### config.mk
export PLATFORM = sky130hd
export DESIGN_NAME = beg_gpio_top
export DESIGN_NICKNAME = d
export VERILOG_FILES = /design/src/pkg/beg_pkg.sv /design/src/pkg/beg_wr_if.sv /design/src/hdl/beg_axil_slave.sv /design/src/hdl/beg_pin_bank.sv /design/src/hdl/beg_gpio_top.sv
export SDC_FILE = /design/constraint.sdc
export NUM_CORES = 1
export LEC_CHECK = 0
export BUFFER_PORTS_ARGS = -buffer_cell sky130_fd_sc_hd__buf_2
export CORE_MARGIN = 4
export CORE_UTILIZATION = 45
export DETAILED_ROUTE_END_ITERATION = 8
export GPL_TIMING_DRIVEN = 0
export MAX_ROUTING_LAYER = met4
export PLACE_DENSITY = 0.73
export SLEW_MARGIN = 10
export SYNTH_ARGS = -nofsm -noshare
export SYNTH_HDL_FRONTEND = slang
export SYNTH_HIERARCHICAL = 1
export SYNTH_SLANG_ARGS = --single-unit
export TNS_END_PERCENT = 20
### constraint.sdc
create_clock -name aclk -period 1.9 [get_ports aclk]
set_clock_uncertainty 0.1 [all_clocks]
set_input_delay 0.095 -clock aclk [delete_from_list [all_inputs] [get_ports aclk]]
set_output_delay 0.095 -clock aclk [all_outputs]
set_load 0.01 [all_outputs]
### src/pkg/beg_pkg.sv
// Purpose: Shared constants for the bridge extra general-purpose pin block
// Assumes: 32-bit AXI4-Lite register access, byte addresses
// Notes:   Field positions are low bit plus width; all fields reset to zero
package beg_pkg;
  // ----------------------------------------------------------------
  // Register map
  // ----------------------------------------------------------------
  localparam int unsigned BEG_ADDR_W = 12;
  localparam logic [11:0] BEG_OFF_EXT = 12'h300;
  localparam logic [11:0] BEG_OFF_XTR = 12'h304;
  localparam logic [31:0] BEG_RESET_WORD = 32'h0000_0000;

  // ----------------------------------------------------------------
  // Field layout, extended pin register
  // ----------------------------------------------------------------
  localparam int unsigned BEG_EXT_N = 3;
  localparam int unsigned BEG_EXT_VCLR_LSB = 0;
  localparam int unsigned BEG_EXT_VSET_LSB = 3;
  localparam int unsigned BEG_EXT_ECLR_LSB = 6;
  localparam int unsigned BEG_EXT_ESET_LSB = 9;
  localparam int unsigned BEG_EXT_IN_LSB = 12;

  // ----------------------------------------------------------------
  // Field layout, extra output and input register
  // ----------------------------------------------------------------
  localparam int unsigned BEG_XTR_N = 4;
  localparam int unsigned BEG_XTR_VCLR_LSB = 0;
  localparam int unsigned BEG_XTR_VSET_LSB = 4;
  localparam int unsigned BEG_XTR_ECLR_LSB = 8;
  localparam int unsigned BEG_XTR_ESET_LSB = 12;
  localparam int unsigned BEG_XTR_IN_LSB = 16;

  // AXI responses
  localparam logic [1:0] BEG_RESP_OKAY = 2'h0;
  localparam logic [1:0] BEG_RESP_SLVERR = 2'h2;

  typedef enum logic [0:0] {
    BEG_IDLE = 1'b0,
    BEG_RESP = 1'b1
  } beg_chan_t;
endpackage

### src/pkg/beg_wr_if.sv
// Purpose: Carries one decoded register write between the bus slave and pin banks
// Assumes: Single clock domain
// Notes:   Strobes are one-cycle pulses
`timescale 1ns/1ps
interface beg_wr_if;
  logic wr_ext;
  logic wr_xtr;
  logic [31:0] wdata;
  logic [3:0] wstrb;
  modport src (output wr_ext, output wr_xtr, output wdata, output wstrb);
  modport dst (input wr_ext, input wr_xtr, input wdata, input wstrb);
endinterface

### src/hdl/beg_axil_slave.sv
// Purpose: AXI4-Lite slave front end that decodes writes for the pin banks
// Assumes: One write and one read at most outstanding
// Notes:   Read data is muxed by the top; unmapped addresses answer SLVERR
`timescale 1ns/1ps
module beg_axil_slave
  import beg_pkg::*;
(
  input wire logic aclk,
  input wire logic aresetn,
  input wire logic [BEG_ADDR_W-1:0] awaddr,
  input wire logic awvalid,
  output logic awready,
  input wire logic [31:0] wdata,
  input wire logic [3:0] wstrb,
  input wire logic wvalid,
  output logic wready,
  output logic [1:0] bresp,
  output logic bvalid,
  input wire logic bready,
  beg_wr_if.src wr
);
  logic aw_held_q;
  logic w_held_q;
  logic [BEG_ADDR_W-1:0] aw_addr_q;
  logic [31:0] w_data_q;
  logic [3:0] w_strb_q;
  logic fire;
  logic hit_ext;
  logic hit_xtr;
  beg_chan_t st_q;

  // ----------------------------------------------------------------
  // Address and data capture, in either order
  // ----------------------------------------------------------------
  // Ready is a registered one-cycle accept so the top port comes from a flop
  always_ff @(posedge aclk) begin
    if (!aresetn) begin
      awready <= 1'b0;
    end else begin
      awready <= awvalid && !awready && !aw_held_q && (st_q == BEG_IDLE) && !fire;
    end
  end

  // Same accept pulse for write data
  always_ff @(posedge aclk) begin
    if (!aresetn) begin
      wready <= 1'b0;
    end else begin
      wready <= wvalid && !wready && !w_held_q && (st_q == BEG_IDLE) && !fire;
    end
  end

  always_ff @(posedge aclk) begin
    if (!aresetn) begin
      aw_held_q <= 1'b0;
      aw_addr_q <= '0;
    end else if (fire) begin
      aw_held_q <= 1'b0;
    end else if (awvalid && awready) begin
      aw_held_q <= 1'b1;
      aw_addr_q <= awaddr;
    end
  end

  always_ff @(posedge aclk) begin
    if (!aresetn) begin
      w_held_q <= 1'b0;
      w_data_q <= '0;
      w_strb_q <= '0;
    end else if (fire) begin
      w_held_q <= 1'b0;
    end else if (wvalid && wready) begin
      w_held_q <= 1'b1;
      w_data_q <= wdata;
      w_strb_q <= wstrb;
    end
  end

  // One cycle after both halves are held the write takes effect
  assign fire = aw_held_q && w_held_q;
  assign hit_ext = (aw_addr_q[BEG_ADDR_W-1:2] == BEG_OFF_EXT[BEG_ADDR_W-1:2]);
  assign hit_xtr = (aw_addr_q[BEG_ADDR_W-1:2] == BEG_OFF_XTR[BEG_ADDR_W-1:2]);
  assign wr.wr_ext = fire && hit_ext;
  assign wr.wr_xtr = fire && hit_xtr;
  assign wr.wdata = w_data_q;
  assign wr.wstrb = w_strb_q;

  // ----------------------------------------------------------------
  // Write response
  // ----------------------------------------------------------------
  always_ff @(posedge aclk) begin
    if (!aresetn) begin
      st_q <= BEG_IDLE;
      bvalid <= 1'b0;
      bresp <= BEG_RESP_OKAY;
    end else begin
      unique case (st_q)
        BEG_IDLE: begin
          if (fire) begin
            st_q <= BEG_RESP;
            bvalid <= 1'b1;
            bresp <= (hit_ext || hit_xtr) ? BEG_RESP_OKAY : BEG_RESP_SLVERR;
          end
        end
        BEG_RESP: begin
          if (bready) begin
            st_q <= BEG_IDLE;
            bvalid <= 1'b0;
          end
        end
      endcase
    end
  end
endmodule

### src/hdl/beg_pin_bank.sv
// Purpose: One bank of pins with set/clear controlled values and enables
// Assumes: Write strobe and data come from the bus slave
// Notes:   A set and clear of the same bit in one write leaves the set winning
`timescale 1ns/1ps
module beg_pin_bank
  import beg_pkg::*;
#(
  parameter int unsigned N = 3,
  parameter int unsigned VCLR_LSB = 0,
  parameter int unsigned VSET_LSB = 3,
  parameter int unsigned ECLR_LSB = 6,
  parameter int unsigned ESET_LSB = 9
)
(
  input wire logic aclk,
  input wire logic aresetn,
  input wire logic wr_en,
  input wire logic [31:0] wdata,
  output logic [N-1:0] val_q,
  output logic [N-1:0] oe_q
);
  logic [N-1:0] vclr;
  logic [N-1:0] vset;
  logic [N-1:0] eclr;
  logic [N-1:0] eset;

  assign vclr = wdata[VCLR_LSB +: N];
  assign vset = wdata[VSET_LSB +: N];
  assign eclr = wdata[ECLR_LSB +: N];
  assign eset = wdata[ESET_LSB +: N];

  // ----------------------------------------------------------------
  // Output values: ones clear or set, zeros keep
  // ----------------------------------------------------------------
  always_ff @(posedge aclk) begin
    if (!aresetn) begin
      val_q <= '0;
    end else if (wr_en) begin
      val_q <= (val_q & ~vclr) | vset;
    end
  end

  // Driver enables, same style
  always_ff @(posedge aclk) begin
    if (!aresetn) begin
      oe_q <= '0;
    end else if (wr_en) begin
      oe_q <= (oe_q & ~eclr) | eset;
    end
  end
endmodule

### src/hdl/beg_gpio_top.sv
// Purpose: Extra general-purpose pin registers of a bus bridge, over AXI4-Lite
// Assumes: Pin inputs are synchronous to aclk; single clock, synchronous reset
// Notes:   Both set and clear fields read back the present state
//
// Added by the designer: the AXI4-Lite register port.
`timescale 1ns/1ps

// Summary of operation
// Ext value clear bits 2:0 drive pins low
// Ext value set bits 5:3 drive pins high
// Ext enable clear bits 8:6 disable drivers
// Ext enable set bits 11:9 enable drivers
// Pin levels read in 14:12 and 19:16
// Extra value clear bits 3:0 force low
// Extra value set bits 7:4 force high
// Extra enable clear bits 11:8 disable drivers
// Extra enable set bits 15:12; reset zero
// Set and clear fields read state; reserved zero
module beg_gpio_top
  import beg_pkg::*;
(
  input wire logic aclk,
  input wire logic aresetn,
  input wire logic [BEG_ADDR_W-1:0] s_axil_awaddr,
  input wire logic s_axil_awvalid,
  output logic s_axil_awready,
  input wire logic [31:0] s_axil_wdata,
  input wire logic [3:0] s_axil_wstrb,
  input wire logic s_axil_wvalid,
  output logic s_axil_wready,
  output logic [1:0] s_axil_bresp,
  output logic s_axil_bvalid,
  input wire logic s_axil_bready,
  input wire logic [BEG_ADDR_W-1:0] s_axil_araddr,
  input wire logic s_axil_arvalid,
  output logic s_axil_arready,
  output logic [31:0] s_axil_rdata,
  output logic [1:0] s_axil_rresp,
  output logic s_axil_rvalid,
  input wire logic s_axil_rready,
  input wire logic [BEG_EXT_N-1:0] ext_pin_in,
  output logic [BEG_EXT_N-1:0] ext_pin_out,
  output logic [BEG_EXT_N-1:0] ext_pin_oe,
  input wire logic [BEG_XTR_N-1:0] xtr_in,
  output logic [BEG_XTR_N-1:0] xtr_out,
  output logic [BEG_XTR_N-1:0] xtr_oe
);
  beg_wr_if wr ();
  logic aw_rdy;
  logic w_rdy;
  logic ar_rdy_q;
  logic [BEG_EXT_N-1:0] ext_in_q;
  logic [BEG_XTR_N-1:0] xtr_in_q;
  logic [31:0] rd_word;
  logic rd_hit;

  // ----------------------------------------------------------------
  // Write path
  // ----------------------------------------------------------------
  beg_axil_slave u_slave (
    .aclk(aclk),
    .aresetn(aresetn),
    .awaddr(s_axil_awaddr),
    .awvalid(s_axil_awvalid),
    .awready(aw_rdy),
    .wdata(s_axil_wdata),
    .wstrb(s_axil_wstrb),
    .wvalid(s_axil_wvalid),
    .wready(w_rdy),
    .bresp(s_axil_bresp),
    .bvalid(s_axil_bvalid),
    .bready(s_axil_bready),
    .wr(wr)
  );

  // The slave registers its accept pulses, so they pass straight out
  assign s_axil_awready = aw_rdy;
  assign s_axil_wready = w_rdy;

  // ----------------------------------------------------------------
  // Pin banks
  // ----------------------------------------------------------------
  beg_pin_bank #(
    .N(BEG_EXT_N),
    .VCLR_LSB(BEG_EXT_VCLR_LSB),
    .VSET_LSB(BEG_EXT_VSET_LSB),
    .ECLR_LSB(BEG_EXT_ECLR_LSB),
    .ESET_LSB(BEG_EXT_ESET_LSB)
  ) u_ext (
    .aclk(aclk),
    .aresetn(aresetn),
    .wr_en(wr.wr_ext),
    .wdata(wr.wdata),
    .val_q(ext_pin_out),
    .oe_q(ext_pin_oe)
  );

  beg_pin_bank #(
    .N(BEG_XTR_N),
    .VCLR_LSB(BEG_XTR_VCLR_LSB),
    .VSET_LSB(BEG_XTR_VSET_LSB),
    .ECLR_LSB(BEG_XTR_ECLR_LSB),
    .ESET_LSB(BEG_XTR_ESET_LSB)
  ) u_xtr (
    .aclk(aclk),
    .aresetn(aresetn),
    .wr_en(wr.wr_xtr),
    .wdata(wr.wdata),
    .val_q(xtr_out),
    .oe_q(xtr_oe)
  );

  // ----------------------------------------------------------------
  // Input sampling
  // ----------------------------------------------------------------
  always_ff @(posedge aclk) begin
    if (!aresetn) begin
      ext_in_q <= '0;
      xtr_in_q <= '0;
    end else begin
      ext_in_q <= ext_pin_in;
      xtr_in_q <= xtr_in;
    end
  end

  // ----------------------------------------------------------------
  // Read decode
  // ----------------------------------------------------------------
  always_comb begin
    rd_word = BEG_RESET_WORD;
    rd_hit = 1'b0;
    if (s_axil_araddr[BEG_ADDR_W-1:2] == BEG_OFF_EXT[BEG_ADDR_W-1:2]) begin
      rd_hit = 1'b1;
      rd_word[BEG_EXT_VCLR_LSB +: BEG_EXT_N] = ext_pin_out;
      rd_word[BEG_EXT_VSET_LSB +: BEG_EXT_N] = ext_pin_out;
      rd_word[BEG_EXT_ECLR_LSB +: BEG_EXT_N] = ext_pin_oe;
      rd_word[BEG_EXT_ESET_LSB +: BEG_EXT_N] = ext_pin_oe;
      rd_word[BEG_EXT_IN_LSB +: BEG_EXT_N] = ext_in_q;
    end else if (s_axil_araddr[BEG_ADDR_W-1:2] == BEG_OFF_XTR[BEG_ADDR_W-1:2]) begin
      rd_hit = 1'b1;
      rd_word[BEG_XTR_VCLR_LSB +: BEG_XTR_N] = xtr_out;
      rd_word[BEG_XTR_VSET_LSB +: BEG_XTR_N] = xtr_out;
      rd_word[BEG_XTR_ECLR_LSB +: BEG_XTR_N] = xtr_oe;
      rd_word[BEG_XTR_ESET_LSB +: BEG_XTR_N] = xtr_oe;
      rd_word[BEG_XTR_IN_LSB +: BEG_XTR_N] = xtr_in_q;
    end
  end

  // Read channel: arready is a one-cycle pulse, data follows one edge later
  always_ff @(posedge aclk) begin
    if (!aresetn) begin
      s_axil_arready <= 1'b0;
      s_axil_rvalid <= 1'b0;
      s_axil_rdata <= '0;
      s_axil_rresp <= BEG_RESP_OKAY;
    end else if (s_axil_rvalid) begin
      s_axil_arready <= 1'b0;
      if (s_axil_rready) begin
        s_axil_rvalid <= 1'b0;
      end
    end else if (s_axil_arvalid && !s_axil_arready) begin
      s_axil_arready <= 1'b1;
    end else if (s_axil_arvalid && s_axil_arready) begin
      s_axil_arready <= 1'b0;
      s_axil_rvalid <= 1'b1;
      s_axil_rdata <= rd_word;
      s_axil_rresp <= rd_hit ? BEG_RESP_OKAY : BEG_RESP_SLVERR;
    end else begin
      s_axil_arready <= 1'b0;
    end
  end
endmodule

== Word-level counts from Yosys, hierarchy flattened ==
Cells that the tools add are included.

* Logic and storage cells: 89
* Memories kept: 0
* Register bits after elaboration: 81
* Bits in read-only memories: 0
* Bits in latches: 0
* Memory bits (writable): 0
* Output and inout bits: 55

* Reduce and logical (&&, ||, !) cells: 29
* Multiply operators: 0
* Bitwise logic cells: 17
* Muxes and demuxes: 18
* Magnitude comparators: 0
* Divide/modulo/power cells: 0
* $add $sub $neg: 0
* Equal/unequal tests: 6
* Shift-type cells: 0

{| class="wikitable"
|+ Operators with widths
! kind !! count
|-
| $eq 10x8->1 const B || 4
|-
| $mux 20 || 1
|-
| $logic_and 1x1->1 || 15
|-
| $mux 15 || 1
|-
| $mux 1 || 11
|-
| $and 4x4->4 || 2
|-
| $not 4->4 || 2
|-
| $or 4x4->4 || 2
|-
| $reduce_and 2->1 || 4
|-
| $and 3x3->3 || 2
|-
| $logic_not 1->1 || 6
|-
| $not 3->3 || 2
|-
| $or 3x3->3 || 2
|-
| $mux 5 || 1
|-
| $not 1->1 || 5
|-
| $mux 2 || 2
|-
| $pmux 1 s2 || 2
|-
| $reduce_or 2->1 || 2
|-
| $reduce_and 3->1 || 1
|-
| $ne 2x1->1 const B || 1
|-
| $ne 2x2->1 const B || 1
|-
| $logic_or 1x1->1 || 1
|}

== Depth between registers and ports, before layout ==
Gate-level depths: netlist (run 1).

* Word-level depth: 5
* Depth in mapped cells: 7
* Depth with buffers taken out: 5

== By module ==
Netlist (run 1), hierarchy kept.

{| class="wikitable"
|+ Modules (own cells, without submodules)
! module !! area an instance (um^2) !! times used !! cells each
|-
| beg_axil_slave || 2245.9 || 1 || 244
|-
| beg_gpio_top || 1402.6 || 1 || 138
|-
| beg_pin_bank (u_xtr) || 339.1 || 1 || 34
|-
| beg_pin_bank (u_ext) || 254.0 || 1 || 26
|}

== Least setup slack after synthesis (run 1) ==
OpenSTA, ideal clock, no wires.

* Path kind: flip-flop to flip-flop
* Start: reg u_slave.w_held_q
* End: reg u_xtr.oe_q[0]
* Stages on the path, launching flop included: 8
* Slack: 0.191 ns
* Required time: 1.684 ns
* Buffers on the path: 2
* Arrival: 1.492 ns
* Path through: dfxtp_1 and2_4 buf_12 and4_1 and2_1 buf_6 nand2_1 a31o_2

* Word-level cells in the longest chain between the ends: 2

{| class="wikitable"
|+ Ends and longest elaborated chain
! what !! RTL line !! source
|-
| start: declaration || beg_axil_slave.sv:23 || <nowiki>logic w_held_q;</nowiki>
|-
| start signal: assignment || beg_axil_slave.sv:67 || <nowiki>w_held_q <= 1'b0;</nowiki>
|-
| start signal: assignment || beg_axil_slave.sv:71 || <nowiki>w_held_q <= 1'b0;</nowiki>
|-
| start signal: assignment || beg_axil_slave.sv:73 || <nowiki>w_held_q <= 1'b1;</nowiki>
|-
| $logic_and 1x1->1 || beg_axil_slave.sv:80 || <nowiki>assign fire = aw_held_q && w_held_q;</nowiki>
|-
| $logic_and 1x1->1 || beg_axil_slave.sv:84 || <nowiki>assign wr.wr_xtr = fire && hit_xtr;</nowiki>
|-
| via wr.wr_xtr || beg_wr_if.sv:7 || <nowiki>logic wr_xtr;</nowiki>
|-
| end signal: assignment || beg_pin_bank.sv:48 || <nowiki>oe_q <= (oe_q & ~eclr) | eset;</nowiki>
|-
| end: declaration || beg_pin_bank.sv:20 || <nowiki>output logic [N-1:0] oe_q</nowiki>
|}

The timed path passes the listed nets, and every way through them passes these cells.
A chain may end at the register's enable or synchronous reset.

== Final worst setup path (run 1) ==
* Start: reg u_slave.w_held_q
* End: reg u_xtr.val_q[0]

* Word-level cells in the longest chain between the ends: 2

{| class="wikitable"
|+ Ends and longest elaborated chain
! what !! RTL line !! source
|-
| $logic_and 1x1->1 || beg_axil_slave.sv:80 ||
|-
| $logic_and 1x1->1 || beg_axil_slave.sv:84 ||
|-
| via wr.wr_xtr || beg_wr_if.sv:7 ||
|-
| end signal: assignment || beg_pin_bank.sv:39 || <nowiki>val_q <= (val_q & ~vclr) | vset;</nowiki>
|-
| end: declaration || beg_pin_bank.sv:19 || <nowiki>output logic [N-1:0] val_q,</nowiki>
|}

The timed path passes the listed nets, and every way through them passes these cells.

==> results by group, run 1 <==
Outcome
  – Outcome: finished, final reports clean

Detailed routing
  – Drt wl/cell: ~14 um
  – Drt drc: 0
  – Initial drt markers: 90
  – Pre-antenna DRT Iters: 4
  – DR vias: 3,083
  – DRT antenna net count: 0
  – Via density: between 5 and 6
  – Detailed-route wire length: 8420 um

Placed design
  – Port Buf Inserts: 90
  – Dpl hpwl: 6150 um
  – GPL Wtd Cong: 0.784
  – Pre-CTS setup slack: -0.0924 ns

Hold path
  – Hold Crit Class: primary input to flip-flop
  – Worst hold start: s_axil_araddr[11]

Layout
  – Layout Nets: 584
  – Multi-input logic area: between 1500 and 2000 um^2
  – Reg area: 1540 um^2
  – Diode count: 0
  – Share of cells above drive strength 1: 35.9%
  – Fillers: around 670
  – P&R area growth vs syn: 35.6%

Critical path
  – Crit-path cells: and2_4 -> buf_12 -> and4_1 -> and2_4 -> buf_6 -> nand2_1 -> a31o_2
  – Worst reg2reg startpoint: u_slave/w_held_q
  – Startpoint Class: flip-flop
  – CP Max Fanout: 10
  – Worst EP arrival: ~2 ns
  – Worst Setup SP: u_slave/w_held_q
  – Crit Path Category: flip-flop to flip-flop
  – Critical Path End Type: flip-flop
  – Crit path top cell by count: and2_4
  – CP Data Required Time: 2.04 ns
  – Worst path max stage delay: 0.40 ns
  – Critical path's slowest cell: dfxtp_2

Timing
  – Setup Viol. Count Final: 0
  – Crit share post-route: 96.2%
  – Maximum clock rate: 0.547 GHz
  – Fin. max-slew vios: 0
  – RSZ-0062 raised after global routing: false
  – Setup TNS: 0 ns
  – Final hold violation count: 0
  – Setup slack after layout: 0.0717 ns
  – Min Tclk post-route: 1.83 ns

Power
  – Maximum vdd drop: 0.357 mV
  – Leak pwr: 2.03 nW
  – Power Dens Cells: 713 nW/um^2

Floorplanning
  – Initial core utilization: between 40% and 50%
  – Number of core rows: 31
  – Total die area: ~9100 um^2
  – Die Span X: 95.6 um
  – IO Count: 129
  – CORE AREA: 7370 um^2
  – Die Height: 95.6 um

CTS
  – Reg clk slew, reported paths: ~0.08 ns
  – Post CTS Setup Buffer Count: 0
  – CTS Root Cell: clkbuf_8
  – H-Tree Depth: 3
  – CTS tree: built
  – CTS Buf Count: 9
  – Clock insertion delay at the later pin of the skew report: 0.35 ns
  – Clock Tree Buf Depth: 2
  – Sink Count: 77

Synth
  – Cell count after synthesis: 359
  – Syn Area/Cell: 9.63 um^2
  – Yosys warnings: 6
  – Post-Synthesis Cell Area: 3460 um^2

Job
  – Max-Cap Viols: 0

GRT
  – Vias in the first global route: just under 3,000
  – Gr ovfl total: 0
  – Global-route total usage across every layer: 19.4%
  – Largest net degree at the start of global routing: 21
  – Antenna violations before repair: 0
  – First-pass GRT wire length: 13,500 um
-- report_power, final --
| group | switching [mW] | total (mW) | internal, mW |
|---|---|---|---|
| logic | 0.137 | 0.304 | 0.167 |
| registers | 0.0221 | 1.67 | 1.65 |
| clock network | 0.597 | 1.37 | 0.773 |
| total | 0.756 | 3.34 | 2.59 |
-- final timing paths --
check        slack (ns)          endpoint  cells after the start
max                0.07    u_xtr/val_q[0]                      7
min                0.03   s_axil_rresp[1]                      3
max reg2reg        0.07    u_xtr/val_q[0]                      7
min reg2reg        0.36  s_axil_rdata[19]                      2
-- per-stage QoR --
| step | util [%] | cell area (um^2) | instances | total power [mW] | hold WS (ns) |
|---|---|---|---|---|---|
| final | 63.6 | 4680 | 614 | 3.34 | 0.0285 |
| after global routing | 63.6 | 4680 | 614 | 3.47 | 0.0449 |
| after CTS | 63.5 | 4680 | 614 | 3.36 | 0.0251 |
| after detailed placement | 55.3 | 4080 | 560 | 1.95 | 0.206 |
| after global placement | 55.3 | 4080 | 560 | 1.94 | 0.204 |
| after floorplan | - | 3500 | 371 | 1.85 | 0.122 |
-- critical path, delay by kind of cell (launching register included) --
| kind | cells | cell delay [ns] |
|---|---|---|
| compound gates | 1 | 0.24 |
| buf+inv | 2 | 0.27 |
| flops | 1 | 0.40 |
| simple gates | 4 | 0.71 |
-- area by class of cell --
| class | instances | area share (%) |
|---|---|---|
| Buffer | 49 | 7.43 |
| Clock buffer | 10 | 2.94 |
| Clock inverter | 6 | 1.84 |
| Inverter | 1 | 0.0801 |
| Multi-Input combinational cell | 244 | 34.4 |
| Sequential cell | 77 | 33.0 |
| Tap cell | 99 | 2.64 |
| Timing Repair Buffer | 128 | 17.7 |
-- cell usage in the layout, fill, tap and decap left out, types with 11 or more instances in the layout --
| cell type | instances |
|---|---|
| a21boi_0 | 14 |
| dfxtp_1 | 75 |
| nand2_1 | 23 |
| and2_1 | 11 |
| clkbuf_1 | 11 |
| o21ai_0 | 22 |
| a21boi_1 | 13 |
| buf_4 | 16 |
| o31ai_2 | 20 |
| buf_2 | 96 |
| dlygate4sd3_1 | 38 |
| a21oi_1 | 14 |
| conb_1 | 14 |
| nand3_1 | 46 |
-- routing by layer --
metal  wire [um]  share of wire, %  vias to the layer above  GRT usage [%]
met1        3710                44                     1431           23.0
met3         490               5.8                        9           4.26
met4          76              0.90                        0           4.98
li1            -                 -                     1560              -
met2        4150                49                       83           33.5
met5           0                 0                        -              -
-- registers in the layout, indices dropped and copies added, names as in the netlist, 3 cells and up --
name	count
u_slave/wr.wdata	16
u_slave/aw_addr_q	10
xtr_in_q	4
u_ext/oe_q	3
u_xtr/oe_q	4
ext_in_q	3
s_axil_rdata	20
u_xtr/val_q	4
u_ext/val_q	3
-- what timing repair did --
item,CTS,global route
hold endpoints to repair,39,0
pin swaps,0,0
endpoints found under the setup margin,10,4
hold buffers,38,0
gates resized for setup,3,1
No activity file was read; power rests on OpenSTA's default activity.
==> inputs of run 2 (changes only) <==
--- a/config.mk
+++ b/config.mk
@@ -11,10 +11,10 @@
 export DETAILED_ROUTE_END_ITERATION = 8
 export GPL_TIMING_DRIVEN = 0
 export MAX_ROUTING_LAYER = met4
-export PLACE_DENSITY = 0.73
+export PLACE_DENSITY = 0.77
+export RECOVER_POWER = 50
 export SLEW_MARGIN = 10
 export SYNTH_ARGS = -nofsm -noshare
 export SYNTH_HDL_FRONTEND = slang
-export SYNTH_HIERARCHICAL = 1
 export SYNTH_SLANG_ARGS = --single-unit
 export TNS_END_PERCENT = 20
==> results by group, run 2 <==
Detailed routing
  – Drt drc: 0 (unchanged)
  – Detailed-route wire length: 9160 um (was 8420 um)
  – DRT antenna net count: 0 (unchanged)
  – Via density: 5.18 (was 5.02)
  – DR vias: 3,345 (was 3,083)
  – Pre-antenna DRT Iters: 5 (was 4)
  – Drt wl/cell: 14.2 um (was 13.7 um)
  – Initial drt markers: 180 (was 90)

Power
  – Clk pwr share: 40.3% (was 41.0%)
  – Sequential fraction of design power: 50.0% (was 49.9%)
  – Power Dens Cells: 743 nW/um^2 (was 713 nW/um^2)
  – Leak pwr: 1.61 nW (was 2.03 nW)
  – Internal: 2.55 mW (was 2.59 mW)
  – Switch Pwr: 0.782 mW (was 0.756 mW)
  – Gate power share: 9.7% (was 9.1%)
  – Net Sw Frac: 23.5% (was 22.6%)
  – Maximum vdd drop: 0.393 mV (was 0.357 mV)

Timing
  – Crit share post-route: 94.3% (was 96.2%)
  – Min Tclk post-route: 1.79 ns (was 1.83 ns)
  – Setup slack after layout: 0.109 ns (was 0.0717 ns)
  – Setup Viol. Count Final: 0 (unchanged)
  – RSZ-0062 raised after global routing: false (unchanged)
  – Rel. slew slack: 65.1%
  – Maximum clock rate: 0.558 GHz (was 0.547 GHz)
  – Hold_ws: 0.0890 ns (was 0.0285 ns)
  – Slew at the pin closest to its max-slew limit: around 0.52 ns
  – Setup TNS: 0 ns (unchanged)
  – Final hold violation count: 0 (unchanged)
  – Fin. max-slew vios: 0 (unchanged)

GRT
  – Gr ovfl total: 0 (unchanged)
  – Vias in the first global route: 3,174 (was 2,914)
  – Global-route total usage across every layer: 21.7% (was 19.4%)
  – First-pass GRT wire length: 14,800 um (was 13,500 um)
  – Largest net degree at the start of global routing: 14 (was 21)
  – Antenna violations before repair: 0 (unchanged)

Layout
  – Most common cell after layout, fill and taps aside: dfxtp_1 (was buf_2)
  – Design Area, Final: 4490 um^2 (was 4680 um^2)
  – Layout Nets: 616 (was 584)
  – Fillers: 655 (was 665)
  – Diode count: 0 (unchanged)
  – Share of cells above drive strength 1: 16.3% (was 35.9%)
  – Multi-input logic area: 1560 um^2 (was 1610 um^2)
  – P&R area growth vs syn: 35.1% (was 35.6%)
  – Reg area: 1540 um^2 (about the same)
  – Reg with most FFs: s_axil_rdata (unchanged)
  – Final cell count without fillers: 646 (was 614)
  – Commonest cells after routing, fill and taps aside: 77 x dfxtp_1, 73 x clkbuf_1, 50 x buf_2, 47 x nand3_1, 47 x o21ai_0 (was 96 x buf_2, 75 x dfxtp_1, 46 x nand3_1, 38 x dlygate4sd3_1, 23 x nand2_1)
  – Number of flip-flops in the largest register: 20 (unchanged)

Placed design
  – GPL Wtd Cong: 0.889 (was 0.784)
  – Pre-CTS setup slack: 0.0454 ns (was -0.0924 ns)
  – Placed insts: 592 (was 560)
  – Port Buf Inserts: 89 (was 90)
  – Dpl hpwl: 6450 um (was 6150 um)
  – Post-DP Area: 3940 um^2 (was 4080 um^2)

Synth
  – Seq cells post-synth: slightly below 80
  – Netlist cell types: 34
  – Most used flip-flop cell after synthesis: dfxtp_1
  – Post-synth top area share: 46.4%
  – Commonest cells post-synth: 77 x dfxtp_1, 47 x nand3_1, 47 x o21ai_0
  – Ys async rst share: 0%
  – Syn Area/Cell: 8.50 um^2 (was 9.63 um^2)
  – Cell with the most instances after synthesis: dfxtp_1
  – EDFF count, synth: 0
  – Top area cells in the synthesized netlist: dfxtp_1 46%, nand3_1 7.1%, o21ai_0 7.1%
  – Dominant cell type by area after synthesis: dfxtp_1
  – Post-Synthesis Cell Area: 3320 um^2 (was 3460 um^2)
  – Cell count after synthesis: 391 (was 359)
  – Share of the yosys chip area belonging to registers: 46.4%
  – Yosys warnings: 0 (was 6)

Floorplanning
  – Number of core rows: 31 (unchanged)
  – Die Span X: 93.9 um (was 95.6 um)
  – IO Count: 129 (unchanged)
  – Initial core utilization: 46.0% (was 46.9%)
  – Die Height: 93.9 um (was 95.6 um)
  – Total die area: 8820 um^2 (was 9150 um^2)
  – CORE AREA: 7210 um^2 (was 7370 um^2)

Critical path
  – Worst path max stage delay: 0.45 ns (was 0.40 ns)
  – Worst Path Buf+Inv: 2 (unchanged)
  – CP Max Fanout: 8 (was 10)
  – Largest delay share family, worst path: simple AND/OR/NAND/NOR gates (unchanged)
  – CP Data Required Time: 2.08 ns (was 2.04 ns)
  – Worst reg2reg startpoint: u_slave.aw_addr_q[3] (was u_slave/w_held_q)
  – Crit Path Category: flip-flop to flip-flop (unchanged)
  – Worst Setup SP: u_slave.aw_addr_q[3] (was u_slave/w_held_q)
  – Startpoint Class: flip-flop (unchanged)
  – Critical path's slowest cell: or4_1 (was dfxtp_2)
  – Worst EP arrival: 1.97 ns (about the same)
  – Crit-path cells: or3_4 -> buf_6 -> or4_1 -> buf_2 -> o22ai_1 (was and2_4 -> buf_12 -> and4_1 -> and2_4 -> buf_6 -> nand2_1 -> a31o_2)
  – Critical Path End Type: flip-flop (unchanged)

CTS
  – H-Tree Depth: 3 (unchanged)
  – Clock Tree Buf Depth: 2 (unchanged)
  – CTS tree: built (unchanged)
  – Clock insertion delay at the later pin of the skew report: 0.35 ns (about the same)
  – CTS Root Cell: clkbuf_8 (unchanged)
  – Sink Count: 77 (unchanged)
  – Reg clk slew, reported paths: 0.08 ns (about the same)
  – Post CTS Setup Buffer Count: 0 (unchanged)
  – CTS Buf Count: 9 (unchanged)

Hold path
  – Worst hold start: aresetn (was s_axil_araddr[11])
  – Hold Crit Class: primary input to flip-flop (unchanged)

Job
  – Max-Cap Viols: 0 (unchanged)

Outcome
  – Outcome: finished, final reports clean (unchanged)
run 2: cell families after synthesis:
group | synth area share [%]
other cells | 0.113
buf+inv | 8.10
flops | 46.4
simple gates | 25.2
compound gates | 18.6
mux | 1.51
run 2: routing by layer:
| metal | up-vias | GRT usage (%) | routed length (um) |
|---|---|---|---|
| met5 | - | - | 0 |
| met4 | 0 | 7.82 | 170 |
| met3 | 16 | 4.57 | 506 |
| met2 | 115 | 36.4 | 4420 |
| met1 | 1537 | 25.9 | 4060 |
| li1 | 1677 | - | - |
run 2: layout make-up:
cell class	count	area share, %
sequential	77	34.3
tap	99	2.76
clock buffer	10	2.84
clock inverter	6	1.95
multi-input combinational	274	34.8
buffer	53	6.10
timing repair buffer	127	17.3
run 2: timing repair:
item	in CTS	in global routing
hold buffers	38	0
gates resized for setup	0	6
endpoints found under the setup margin	0	13
hold endpoints to repair	39	0
run 2: power groups by stage:
stage	Sequential [mW]	Combinational, mW	Clock [mW]
floorplan	1.70	0.163	0
global placement	1.70	0.254	0
detailed placement	1.70	0.259	0
CTS	1.67	0.319	1.36
global route	1.67	0.357	1.44
finish	1.67	0.323	1.34
run 2: worst min-delay path: stages:
cell	delay [ns]
clkbuf_1	0.18
nand2b_1	0.15
nor4b_1	0.05
run 2: per-stage QoR:
| step | utilization [%] | power [mW] |
|---|---|---|
| CTS | 62.9 | 3.35 |
| floorplan | - | 1.86 |
| global placement | 54.6 | 1.96 |
| global route | 62.2 | 3.47 |
| finish | 62.2 | 3.33 |
| detailed placement | 54.6 | 1.96 |
run 2: worst paths after layout:
path	to	slack [ns]	depth (start not counted)
worst max-delay path	u_ext.val_q[1]	0.11	5
worst min register to register	s_axil_arready	0.36	1
worst max register to register	u_ext.val_q[1]	0.11	5
worst min-delay path	u_slave.wready	0.09	3
